**src/dslc_regs.vh**
```
`ifndef DSLC_REGS_VH
`define DSLC_REGS_VH

////////////////////////////////////////////////////////////////////////
// Remote write address map
`define DSLC_ADDR_W           8
`define DSLC_DATA_W           8
`define DSLC_ADDR_MULT        8'h00
`define DSLC_ADDR_SWCTL       8'h01
`define DSLC_LINK_PAGE        4'h1
`define DSLC_OFS_MODE         2'h0
`define DSLC_OFS_CMD          2'h1
`define DSLC_OFS_STATUS       2'h2
`define DSLC_NUM_LINKS        4

////////////////////////////////////////////////////////////////////////
// Field positions
`define DSLC_MULT_MSB         5
`define DSLC_MODE_DIV_MSB     1
`define DSLC_MODE_DIV_LSB     0
`define DSLC_MODE_USE_DIV     2
`define DSLC_MODE_CONTAIN     3
`define DSLC_CMD_CLEAR        0
`define DSLC_CMD_LAUNCH       1
`define DSLC_CMD_PINS_LOW     2
`define DSLC_CMD_BAD_PARITY   3
`define DSLC_ST_ANY_FAULT     0
`define DSLC_ST_RUNNING       1
`define DSLC_ST_PINS_LOW_DONE 2
`define DSLC_ST_PARITY        3
`define DSLC_ST_DISCONNECT    4
`define DSLC_ST_RX_SEEN       5
`define DSLC_SWCTL_PROC_EN    0

////////////////////////////////////////////////////////////////////////
// Reset values
`define DSLC_MULT_RESET       6'h08
`define DSLC_MODE_RESET       4'h0
`define DSLC_SWCTL_RESET      1'b0

////////////////////////////////////////////////////////////////////////
// Reset command levels
`define DSLC_RESET_LVL1       2'h1
`define DSLC_RESET_LVL2       2'h2
`define DSLC_RESET_LVL3       2'h3

////////////////////////////////////////////////////////////////////////
// Clock and rates; DSLC_BASE_RATE_HALF is in units of 0.5 Mbit/s
`define DSLC_INPUT_CLK_MHZ    5
`define DSLC_BASE_RATE_MBPS   10
`define DSLC_BASE_RATE_HALF   10'h014

`endif

```
**src/dslc_config_reset.v**
```verilog
`include "dslc_regs.vh"

module dslc_config_reset (
  // Clock and reset
  input  wire        clk_sys,
  input  wire        rst_n,
  // Remote write and read commands from the first control port
  input  wire        poke_valid,
  input  wire        poke_write,
  input  wire [7:0]  poke_addr,
  input  wire [7:0]  poke_wdata,
  output wire        poke_ack,
  output wire [7:0]  poke_rdata,
  output wire        poke_err,
  // Reset command messages
  input  wire        reset_cmd_valid,
  input  wire [1:0]  reset_cmd_level,
  output wire        reset_ack,
  output wire        reset_ack_ok,
  // Switch-wide controls
  output wire [5:0]  root_clock_factor,
  output wire        proc_active,
  output wire        drop_packets,
  // Per-link configuration towards the link engines
  output wire [7:0]  tx_divider,
  output wire [3:0]  use_divided_rate,
  output wire [3:0]  contain_faults,
  output wire [39:0] link_rate_half_mbps,
  output wire [3:0]  link_halt,
  // Per-link actions towards the link engines
  output wire [3:0]  engine_clear,
  output wire [3:0]  engine_launch,
  output wire [3:0]  drive_pins_low,
  output wire [3:0]  inject_bad_check_bit,
  // Per-link events and levels from the link engines
  input  wire [3:0]  eng_parity_err,
  input  wire [3:0]  eng_disc_err,
  input  wire [3:0]  eng_token_rx,
  input  wire [3:0]  eng_running,
  input  wire [3:0]  eng_pins_low
);

  ////////////////////////////////////////////////////////////////////////
  // Address decode

  localparam [2:0] KIND_NONE   = 3'b000;
  localparam [2:0] KIND_MULT   = 3'b001;
  localparam [2:0] KIND_SWCTL  = 3'b010;
  localparam [2:0] KIND_MODE   = 3'b011;
  localparam [2:0] KIND_CMD    = 3'b100;
  localparam [2:0] KIND_STATUS = 3'b101;

  function [2:0] dslc_decode;
    input [7:0] addr;
    begin
      if (addr == `DSLC_ADDR_MULT) begin
        dslc_decode = KIND_MULT;
      end else if (addr == `DSLC_ADDR_SWCTL) begin
        dslc_decode = KIND_SWCTL;
      end else if (addr[7:4] == `DSLC_LINK_PAGE) begin
        case (addr[1:0])
          `DSLC_OFS_MODE:   dslc_decode = KIND_MODE;
          `DSLC_OFS_CMD:    dslc_decode = KIND_CMD;
          `DSLC_OFS_STATUS: dslc_decode = KIND_STATUS;
          default:          dslc_decode = KIND_NONE;
        endcase
      end else begin
        dslc_decode = KIND_NONE;
      end
    end
  endfunction

  wire [2:0] poke_kind;
  wire [1:0] poke_link;
  wire       poke_wr;
  wire       lvl1;
  wire       lvl2;
  wire       link_wait;

  assign poke_kind = dslc_decode(poke_addr);
  assign poke_link = poke_addr[3:2];
  assign poke_wr   = poke_valid & poke_write;
  assign lvl1      = reset_cmd_valid & (reset_cmd_level == `DSLC_RESET_LVL1);
  assign lvl2      = reset_cmd_valid & (reset_cmd_level == `DSLC_RESET_LVL2);
  assign link_wait = lvl1 | lvl2;

  ////////////////////////////////////////////////////////////////////////
  // Switch-wide registers and reset levels

  reg [5:0] factor_reg;
  reg       proc_reg;
  reg       drop_reg;
  reg       rst_ack_reg;
  reg       rst_ok_reg;

  always @(posedge clk_sys or negedge rst_n) begin
    if (!rst_n) begin
      factor_reg  <= `DSLC_MULT_RESET;
      proc_reg    <= `DSLC_SWCTL_RESET;
      drop_reg    <= 1'b0;
      rst_ack_reg <= 1'b0;
      rst_ok_reg  <= 1'b0;
    end else begin
      drop_reg    <= link_wait;
      rst_ack_reg <= reset_cmd_valid;
      rst_ok_reg  <= link_wait;
      if (lvl1) begin
        factor_reg <= `DSLC_MULT_RESET;
        proc_reg   <= `DSLC_SWCTL_RESET;
      end else if (lvl2) begin
        proc_reg <= 1'b0;
      end else if (poke_wr && poke_kind == KIND_MULT) begin
        factor_reg <= poke_wdata[`DSLC_MULT_MSB:0];
      end else if (poke_wr && poke_kind == KIND_SWCTL) begin
        proc_reg <= poke_wdata[`DSLC_SWCTL_PROC_EN];
      end
    end
  end

  assign root_clock_factor = factor_reg;
  assign proc_active       = proc_reg;
  assign drop_packets      = drop_reg;
  assign reset_ack         = rst_ack_reg;
  assign reset_ack_ok      = rst_ok_reg;

  // Twenty times the factor gives the undivided root rate in half-Mbit/s units
  wire [10:0] root_half;
  assign root_half = {1'b0, factor_reg, 4'b0000} + {3'b000, factor_reg, 2'b00};

  ////////////////////////////////////////////////////////////////////////
  // Per-link registers

  wire [15:0] mode_all;
  wire [23:0] status_all;

  genvar i;
  generate
    for (i = 0; i < `DSLC_NUM_LINKS; i = i + 1) begin : g_link
      wire       sel;
      wire       mode_wr;
      wire       cmd_wr;
      wire [5:0]  st;
      wire [10:0] rate_div;
      reg  [3:0] mode_reg;
      reg        drive_reg;
      reg        inject_reg;
      reg        hist_reg;
      reg        clear_reg;
      reg        launch_reg;
      reg        halt_reg;
      reg  [9:0] rate_reg;

      assign sel     = poke_wr & (poke_link == i);
      assign mode_wr = sel & (poke_kind == KIND_MODE);
      assign cmd_wr  = sel & (poke_kind == KIND_CMD);
      assign rate_div = root_half >> mode_reg[`DSLC_MODE_DIV_MSB:`DSLC_MODE_DIV_LSB];

      always @(posedge clk_sys or negedge rst_n) begin
        if (!rst_n) begin
          mode_reg   <= `DSLC_MODE_RESET;
          drive_reg  <= 1'b0;
          inject_reg <= 1'b0;
          hist_reg   <= 1'b0;
          clear_reg  <= 1'b0;
          launch_reg <= 1'b0;
          halt_reg   <= 1'b0;
          rate_reg   <= `DSLC_BASE_RATE_HALF;
        end else begin
          clear_reg  <= (cmd_wr & poke_wdata[`DSLC_CMD_CLEAR]) | link_wait;
          launch_reg <= cmd_wr & poke_wdata[`DSLC_CMD_LAUNCH] & ~hist_reg & ~link_wait;
          if (lvl1) begin
            mode_reg   <= `DSLC_MODE_RESET;
            drive_reg  <= 1'b0;
            inject_reg <= 1'b0;
            hist_reg   <= 1'b0;
          end else if (lvl2) begin
            hist_reg <= 1'b0;
          end else begin
            if (mode_wr) begin
              mode_reg <= poke_wdata[3:0];
            end
            if (cmd_wr) begin
              hist_reg   <= poke_wdata[`DSLC_CMD_LAUNCH];
              drive_reg  <= poke_wdata[`DSLC_CMD_PINS_LOW];
              inject_reg <= poke_wdata[`DSLC_CMD_BAD_PARITY];
            end
          end
          // Divider applies only when the divided rate is chosen
          if (mode_reg[`DSLC_MODE_USE_DIV]) begin
            // Large factors overflow the rate field: saturate rather than wrap
            rate_reg <= rate_div[10] ? 10'h3ff : rate_div[9:0];
          end else begin
            rate_reg <= `DSLC_BASE_RATE_HALF;
          end
          // Without containment a fault stops the link until a clear
          halt_reg <= st[`DSLC_ST_ANY_FAULT] & ~mode_reg[`DSLC_MODE_CONTAIN] & ~clear_reg;
        end
      end

      dslc_link_flags u_flags (
        .clk_sys       (clk_sys),
        .rst_n         (rst_n),
        .clear         (clear_reg),
        .parity_err_in (eng_parity_err[i]),
        .disc_err_in   (eng_disc_err[i]),
        .token_rx_in   (eng_token_rx[i]),
        .running_in    (eng_running[i]),
        .pins_low_in   (eng_pins_low[i]),
        .pins_low_req  (drive_reg),
        .status        (st)
      );

      assign mode_all[i*4 +: 4]              = mode_reg;
      assign status_all[i*6 +: 6]            = st;
      assign tx_divider[i*2 +: 2]            = mode_reg[`DSLC_MODE_DIV_MSB:`DSLC_MODE_DIV_LSB];
      assign use_divided_rate[i]             = mode_reg[`DSLC_MODE_USE_DIV];
      assign contain_faults[i]               = mode_reg[`DSLC_MODE_CONTAIN];
      assign link_rate_half_mbps[i*10 +: 10] = rate_reg;
      assign link_halt[i]                    = halt_reg;
      assign engine_clear[i]                 = clear_reg;
      assign engine_launch[i]                = launch_reg;
      assign drive_pins_low[i]               = drive_reg;
      assign inject_bad_check_bit[i]         = inject_reg;
    end
  endgenerate

  ////////////////////////////////////////////////////////////////////////
  // Read answer

  reg [7:0] read_data;
  reg       bad_access;

  // Command words read as zero and flag an error: they are write-only
  always @* begin
    read_data  = 8'h00;
    bad_access = 1'b0;
    case (poke_kind)
      KIND_MULT:   read_data = {2'b00, factor_reg};
      KIND_SWCTL:  read_data = {7'b000_0000, proc_reg};
      KIND_MODE:   read_data = {4'h0, mode_all[poke_link*4 +: 4]};
      KIND_STATUS: begin
        read_data  = {2'b00, status_all[poke_link*6 +: 6]};
        bad_access = poke_write;
      end
      KIND_CMD:    bad_access = ~poke_write;
      default:     bad_access = 1'b1;
    endcase
  end

  reg       ack_reg;
  reg [7:0] rdata_reg;
  reg       err_reg;

  always @(posedge clk_sys or negedge rst_n) begin
    if (!rst_n) begin
      ack_reg   <= 1'b0;
      rdata_reg <= 8'h00;
      err_reg   <= 1'b0;
    end else begin
      ack_reg   <= poke_valid;
      rdata_reg <= (poke_valid & ~poke_write) ? read_data : 8'h00;
      err_reg   <= poke_valid & bad_access;
    end
  end

  assign poke_ack   = ack_reg;
  assign poke_rdata = rdata_reg;
  assign poke_err   = err_reg;

endmodule // dslc_config_reset

```
**src/dslc_link_flags.v**
```verilog
`include "dslc_regs.vh"

module dslc_link_flags (
  // Clock and reset
  input  wire       clk_sys,
  input  wire       rst_n,
  // Engine clear pulse from the command register or a level 1 or 2 reset command
  input  wire       clear,
  // Events and levels from the link engine
  input  wire       parity_err_in,
  input  wire       disc_err_in,
  input  wire       token_rx_in,
  input  wire       running_in,
  input  wire       pins_low_in,
  // Forcing-low request currently held
  input  wire       pins_low_req,
  // Status word
  output wire [5:0] status
);

  reg parity_reg;
  reg disc_reg;
  reg fault_reg;
  reg rx_seen_reg;
  reg running_reg;
  reg pins_done_reg;

  // A fault arriving with the clear pulse is kept: set beats clear
  always @(posedge clk_sys or negedge rst_n) begin
    if (!rst_n) begin
      parity_reg    <= 1'b0;
      disc_reg      <= 1'b0;
      fault_reg     <= 1'b0;
      rx_seen_reg   <= 1'b0;
      running_reg   <= 1'b0;
      pins_done_reg <= 1'b0;
    end else begin
      parity_reg    <= parity_err_in | (parity_reg & ~clear);
      disc_reg      <= disc_err_in | (disc_reg & ~clear);
      fault_reg     <= parity_err_in | disc_err_in | (fault_reg & ~clear);
      rx_seen_reg   <= token_rx_in | (rx_seen_reg & ~clear);
      running_reg   <= running_in & ~parity_err_in & ~disc_err_in
                       & ~(fault_reg & ~clear);
      pins_done_reg <= pins_low_req & pins_low_in;
    end
  end

  assign status = {rx_seen_reg, disc_reg, parity_reg, pins_done_reg, running_reg, fault_reg};

endmodule // dslc_link_flags

```
**config.mk**
```make
export PLATFORM = sky130hd
export DESIGN_NAME = dslc_config_reset
export DESIGN_NICKNAME = d
export VERILOG_FILES = /design/src/dslc_config_reset.v /design/src/dslc_link_flags.v
export VERILOG_INCLUDE_DIRS = /design/src
export SDC_FILE = /design/constraint.sdc
export NUM_CORES = 1
export LEC_CHECK = 0
export ABC_AREA = 1
export BUFFER_PORTS_ARGS = -buffer_cell sky130_fd_sc_hd__buf_2
export CORE_MARGIN = 1.5
export CORE_UTILIZATION = 49
export CTS_CLUSTER_SIZE = 28
export DETAILED_ROUTE_END_ITERATION = 16
export GPL_TIMING_DRIVEN = 1
export PLACE_DENSITY = 0.74
export SKIP_CTS_REPAIR_TIMING = 1
export SLEW_MARGIN = 20
export SYNTH_ARGS = -nofsm -noshare
export SYNTH_HDL_FRONTEND = slang
export SYNTH_SLANG_ARGS = --single-unit
```
**constraint.sdc**
```tcl
create_clock -name clk_sys -period 2.2 [get_ports clk_sys]
set_input_delay 0.44 -clock clk_sys [delete_from_list [all_inputs] [get_ports clk_sys]]
set_output_delay 0.44 -clock clk_sys [all_outputs]
set_load 0.02 [all_outputs]
```
==> out/qor.csv, run 1 <==
metric;value;unit
status;completed;
post-synth top area share;46.0;%
final non-filler cell total;1075;
Worst-Margin Slew;0.655;ns
Final Power;6.23;mW
CP top delay family;simple AND/OR/NAND/NOR gates;
gpl congestion;0.905;
I/O pins;139;
ANT nets after route;0;
number of synthesis warnings;0;
GRT Total Usage;25.7;%
critical-path cell list;ha_1 -> fa_2 -> or2_2 -> nand2_1 -> inv_1 -> nand2_1 -> o21ai_0 -> or2_2 -> nand4_1;
worst min path class;primary input to flop;
Nets;946;
H-tree levels;4;
DRT Pass-1 Iters;5;
Rel. slew slack;56.2;%
Tcrit/Tclk final;95.9;%
Vias;5531;
Die H;114;microns
Critical-path top delay cell;dfrtp_1;
initial antenna violation count;0;
CP bufs+invs;1;
first-pass GRT wire length;25800;microns
# Max-Cap Violations;0;
Max FO, Critical Path;4;
Via-to-Cell Ratio;5.15;
slowest stage delay, CP;0.40;ns
core area;0.0121;sq mm
met1 GRT Util;34.8;%
Peak Freq;474;MHz
Seq pwr share;39.8;%
root buf cell;clkbuf_16;
reg2reg end;g_link[0].rate_reg[4];
layout cells sized above 1;25.6;%
placed cells;1042;
worst min-delay path startpoint;reset_cmd_valid;
Max Slew Vio Count;0;
NetSw;1.64;mW
Die X;114;microns
Area growth, synth to finish;24.2;%
GR Util met2;41.1;%
DR DRC count;0;
Cell Pwr Density;824;mW/mm^2
routed len/inst;14.8;microns
worst r2r src;root_clock_factor[2];
Mapped Cells;758;
Antenna Cells;0;
total global routing overflow;0;
CTS Buf Count;17;
dpl hpwl;11800;microns
worst vdd ir;0.000542;V
Hold Crit Endpoint;reset_ack;
fin util;62.7;%
Initial Utilization;50.5;%
number of placement rows;40;
Port Buffers;134;
Final Hold Vio Count;0;
Area contributors post-synth;dfrtp_1 46%, nand2_1 13%, inv_1 6.0%;
CP Class;flop to flop;
Synth Cell Area;0.00609;sq mm
largest net degree at the start of global routing;44;
most frequent cells in the layout;206 x nand2_1, 133 x buf_2, 112 x dfrtp_1, 98 x inv_1, 63 x nor2_1;
commonest non-fill, non-tap cell in the layout;nand2_1;
Synth Register Bits;121;
number of global-route vias before repair;5193;
combinational group share of total power;13.1;%
Clock power frac;47.1;%
Mean Syn Cell Area;8.04;sq um
Int Pwr;4.59;mW
worst reg-to-reg path cell count;9;
Clk pin slew, worst setup/hold paths;0.06;ns
Final TNS setup;0;ns
Clock Latency Late Sink;0.41;ns
required time worst endpoint;2.54;ns
clock skew;0.00620;ns
leakage;4.23;nW
crit end category;flop;
min cycle time layout;2.11;ns
Routed WL;16000;microns
Yosys cell types;39;
max reg flops;40;
GR peak layer;met2;
die area;0.0131;sq mm
critical path launch point type;flop;
CTS tree;yes;
Max Root-Sink Buffers;2;
sw frac;26.3;%
DRT iter0 DRCs;458;
Critical Path AT;2.45;ns
WHS Path Cells;1;
biggest area consumer among synthesized cells;dfrtp_1;
final setup vio count;0;
CTS Sinks;121;
met3 GRT Util;6.09;%
sequential area share after synthesis;49.9;%
FF-to-FF setup slack;0.09;ns
## how the worst max path moves through the flow
stage | slack [ns] | start | cells after the start | endpoint
finish | 0.09 | root_clock_factor[2] | 9 | g_link[0].rate_reg[4]
CTS | -0.22 | root_clock_factor[3] | 9 | g_link[1].rate_reg[0]
detailed placement | -0.19 | root_clock_factor[3] | 9 | g_link[3].rate_reg[7]
floorplan | 0.03 | root_clock_factor[0] | 9 | g_link[2].rate_reg[4]
global placement | -0.14 | root_clock_factor[3] | 9 | g_link[3].rate_reg[7]
global route | -0.03 | root_clock_factor[3] | 9 | g_link[3].rate_reg[7]
## cells by family after synthesis
kind of cell / Yosys count / share of synthesized area, %
compound gates: 115 / 11.1
fa+ha+maj: 9 / 1.97
buf+inv: 146 / 10.7
flops: 121 / 49.9
other cells: 1 / 0.0616
simple gates: 366 / 26.3
## final cells by class
cell class	count	area, sq um
clock buffers	20	457
clock inverters	12	173
fillers	1050	4490
inverters	105	394
multi-input cells	492	2420
flip-flops and latches	121	3040
well taps	168	210
repair buffers	157	873
## power by group through the flow
| stage | Sequential [mW] | Clock (mW) | Combinational, mW |
|---|---|---|---|
| 6_report | 2.48 | 2.94 | 0.814 |
| 3_5_place_dp | 2.52 | 0 | 0.805 |
| 5_1_grt | 2.50 | 3.07 | 0.909 |
| 2_1_floorplan | 2.59 | 0 | 0.404 |
| 4_1_cts | 2.48 | 2.97 | 0.810 |
| 3_3_place_gp | 2.52 | 0 | 0.793 |
## through the flow
stage | area (sq um) | setup WS [ns] | hold WS (ns)
3_5_place_dp | 6910 | -0.188 | 0.337
5_1_grt | 7570 | -0.0256 | 0.149
4_1_cts | 7540 | -0.221 | -0.0997
2_1_floorplan | 6090 | 0.0259 | 0.144
6_report | 7570 | 0.0910 | 0.157
3_3_place_gp | 6910 | -0.137 | 0.336
## layer usage
layer	routed length, microns	share of wire [%]
met4	294	1.8
met1	7010	44
met2	7470	47
met5	0	0
met3	1190	7.5
## synth_stat cells
library cell	n
o22ai_1	10
o2111ai_1	2
nor2_1	64
buf_4	25
a21oi_1	21
nand3b_1	2
a211oi_1	3
buf_1	1
o211ai_1	4
nor2_2	4
conb_1	1
nand3_1	54
o21bai_2	4
dfstp_2	9
nand4_4	1
nand2_4	2
nand4_2	1
or2_1	1
nand2_1	208
o21ai_4	1
o21ai_0	56
a21boi_0	3
o21ai_1	4
inv_1	98
nor2_4	3
nand3_2	3
o21bai_1	4
clkbuf_1	10
inv_2	7
or2_2	4
fa_1	1
nand4_1	15
ha_1	8
buf_2	4
nor3_1	2
nand2_2	2
buf_6	1
dfrtp_1	112
a22oi_1	3
Power figures use the tool's default switching activity.
==> run 2, diff against run 1 <==
- CORE_MARGIN: 1.5 -> 2
==> run 2 against run 1 <==
  * The flow now finishes with violations (negative hold slack)
  * Cell count increased by 0.37%
  * Worst setup slack improved by 0.068 ns
  * Clock power decreased by 8.8%
  * Die area increased by 1.8%
  * Count of clock-buffer cells in the layout unchanged
  * Critical path type unchanged
  * Power decreased by 4.0%
  * Critical path depth increased by 2
==> out/qor.csv, run 2 (synthesis results as in run 1) <==
metric;value;unit;change
failing checks;negative hold slack;;
hold slack;-0.0128;ns;-0.170 ns
DR DRC count;0;;unchanged
status;complete, but fails checks;;
Vias;5549;;+0.33%
initial antenna violation count;0;;unchanged
Max Root-Sink Buffers;2;;unchanged
Die X;115;microns;+0.87%
max reg flops;40;;unchanged
Routed WL;15900;microns;-0.29%
critical path launch point type;flop;;
cell area after layout;0.00755;sq mm;-0.20%
slowest stage delay, CP;0.40;ns;about the same
Tcrit/Tclk final;92.8;%;-3.1 points
Max Slew Vio Count;0;;unchanged
CTS Sinks;121;;unchanged
DRT iter0 DRCs;554;;+21%
die area;0.0133;sq mm;+1.8%
crit end category;flop;;
final setup vio count;0;;unchanged
Final Hold Vio Count;10;;+10
FF-to-FF setup slack;0.16;ns;+0.07 ns
Worst path depth;11;;+2
largest net degree at the start of global routing;46;;+4.5%
Critical-path top delay cell;dfrtp_1;;
number of placement rows;40;;unchanged
CTS Buf Count;17;;unchanged
I/O pins;139;;unchanged
Final TNS setup;0;ns;unchanged
CP top delay family;adder cells;;
dpl hpwl;11700;microns;-1.2%
Peak Freq;490;MHz;+3.3%
DRT Pass-1 Iters;6;;+1
leakage;4.22;nW;-0.27%
commonest non-fill, non-tap cell in the layout;nand2_1;;
total global routing overflow;0;;unchanged
min cycle time layout;2.04;ns;-0.0675 ns
Initial Utilization;50.5;%;unchanged
H-tree levels;4;;unchanged
core area;0.0121;sq mm;unchanged
Rel. slew slack;60.4;%;+4.2 points
worst vdd ir;0.000458;V;-15%
CTS tree;yes;;
worst r2r src;root_clock_factor[2];;
Die H;115;microns;+0.87%
clock skew;0.00537;ns;-0.000834 ns
most frequent cells in the layout;205 x nand2_1, 133 x buf_2, 112 x dfrtp_1, 96 x inv_1, 63 x nor2_1;;
CP Class;flop to flop;;
layout cells sized above 1;26.3;%;+0.77 points
ANT nets after route;0;;unchanged
Port Buffers;134;;unchanged
Max FO, Critical Path;12;;+8
dpl cell area;0.00694;sq mm;+0.43%
Nets;950;;+0.42%
critical-path cell list;ha_1 -> fa_2 -> nand3_1 -> nand2_1 -> nand2_2 -> nor2_4 -> buf_12 -> inv_1 -> o21ai_0 -> nand2_1 -> nand3_1;;
reg2reg end;g_link[3].rate_reg[7];;
Clk pin slew, worst setup/hold paths;0.05;ns;about the same
Antenna Cells;0;;unchanged
Critical Path AT;2.33;ns;-0.12 ns
Cell Pwr Density;793;mW/mm^2;-3.8%
required time worst endpoint;2.48;ns;-0.06 ns
Final Power;5.99;mW;-4.0%
Area growth, synth to finish;24.0;%;
CP bufs+invs;2;;+1
worst reg-to-reg path cell count;11;;+2
# Max-Cap Violations;0;;unchanged
first-pass GRT wire length;25400;microns;-1.3%
gpl congestion;0.871;;-3.8%
GRT Total Usage;25.0;%;-0.68 points
Clock Latency Late Sink;0.42;ns;about the same
fin util;62.6;%;-0.12 points
root buf cell;clkbuf_16;;
routed len/inst;14.8;microns;-0.66%
worst min path class;primary input to asynchronous set/reset pin;;
Via-to-Cell Ratio;5.14;;about the same
Worst-Margin Slew;0.592;ns;-0.0624 ns
RSZ-0062 raised after global routing;no;;
number of global-route vias before repair;5158;;-0.67%
## run 2: area by class of cell
type                       instances  area, sq um
clock buffer                      20          447
clock inverter                    12          126
fill                            1039         4510
inverter                         105          394
multi-input combinational        492         2420
sequential                       121         3040
tap                              168          210
timing repair buffer             161          913
## run 2: through the flow
stage	setup slack [ns]	hold slack, ns	std cells
floorplan	0.0259	0.144	759
global placement	-0.187	0.420	1046
detailed placement	-0.224	0.419	1046
CTS	-0.302	0.00528	1078
global route	0.00974	0.0291	1079
finish	0.158	-0.0128	1079
## run 2: routing by layer
metal | track usage (%) | vias to the layer above | part of all wire (%)
li1 | - | 2685 | -
met2 | 38.2 | 290 | 46
met4 | 10.4 | 0 | 2.4
met3 | 5.91 | 37 | 9.3
met5 | 0 | - | 0
met1 | 34.5 | 2537 | 43
## run 2: worst max-delay path by stage
stage,start,to,slack [ns]
CTS,root_clock_factor[3],g_link[3].rate_reg[7],-0.30
floorplan,root_clock_factor[0],g_link[2].rate_reg[4],0.03
finish,root_clock_factor[2],g_link[3].rate_reg[7],0.16
global route,root_clock_factor[2],g_link[0].rate_reg[6],0.01
global placement,root_clock_factor[3],g_link[3].rate_reg[7],-0.19
detailed placement,root_clock_factor[3],g_link[3].rate_reg[7],-0.22
## run 2: where the power goes
group | switching (mW) | internal, mW
combinational | 0.550 | 0.269
sequential | 0.104 | 2.38
clock | 0.999 | 1.69
total | 1.65 | 4.33
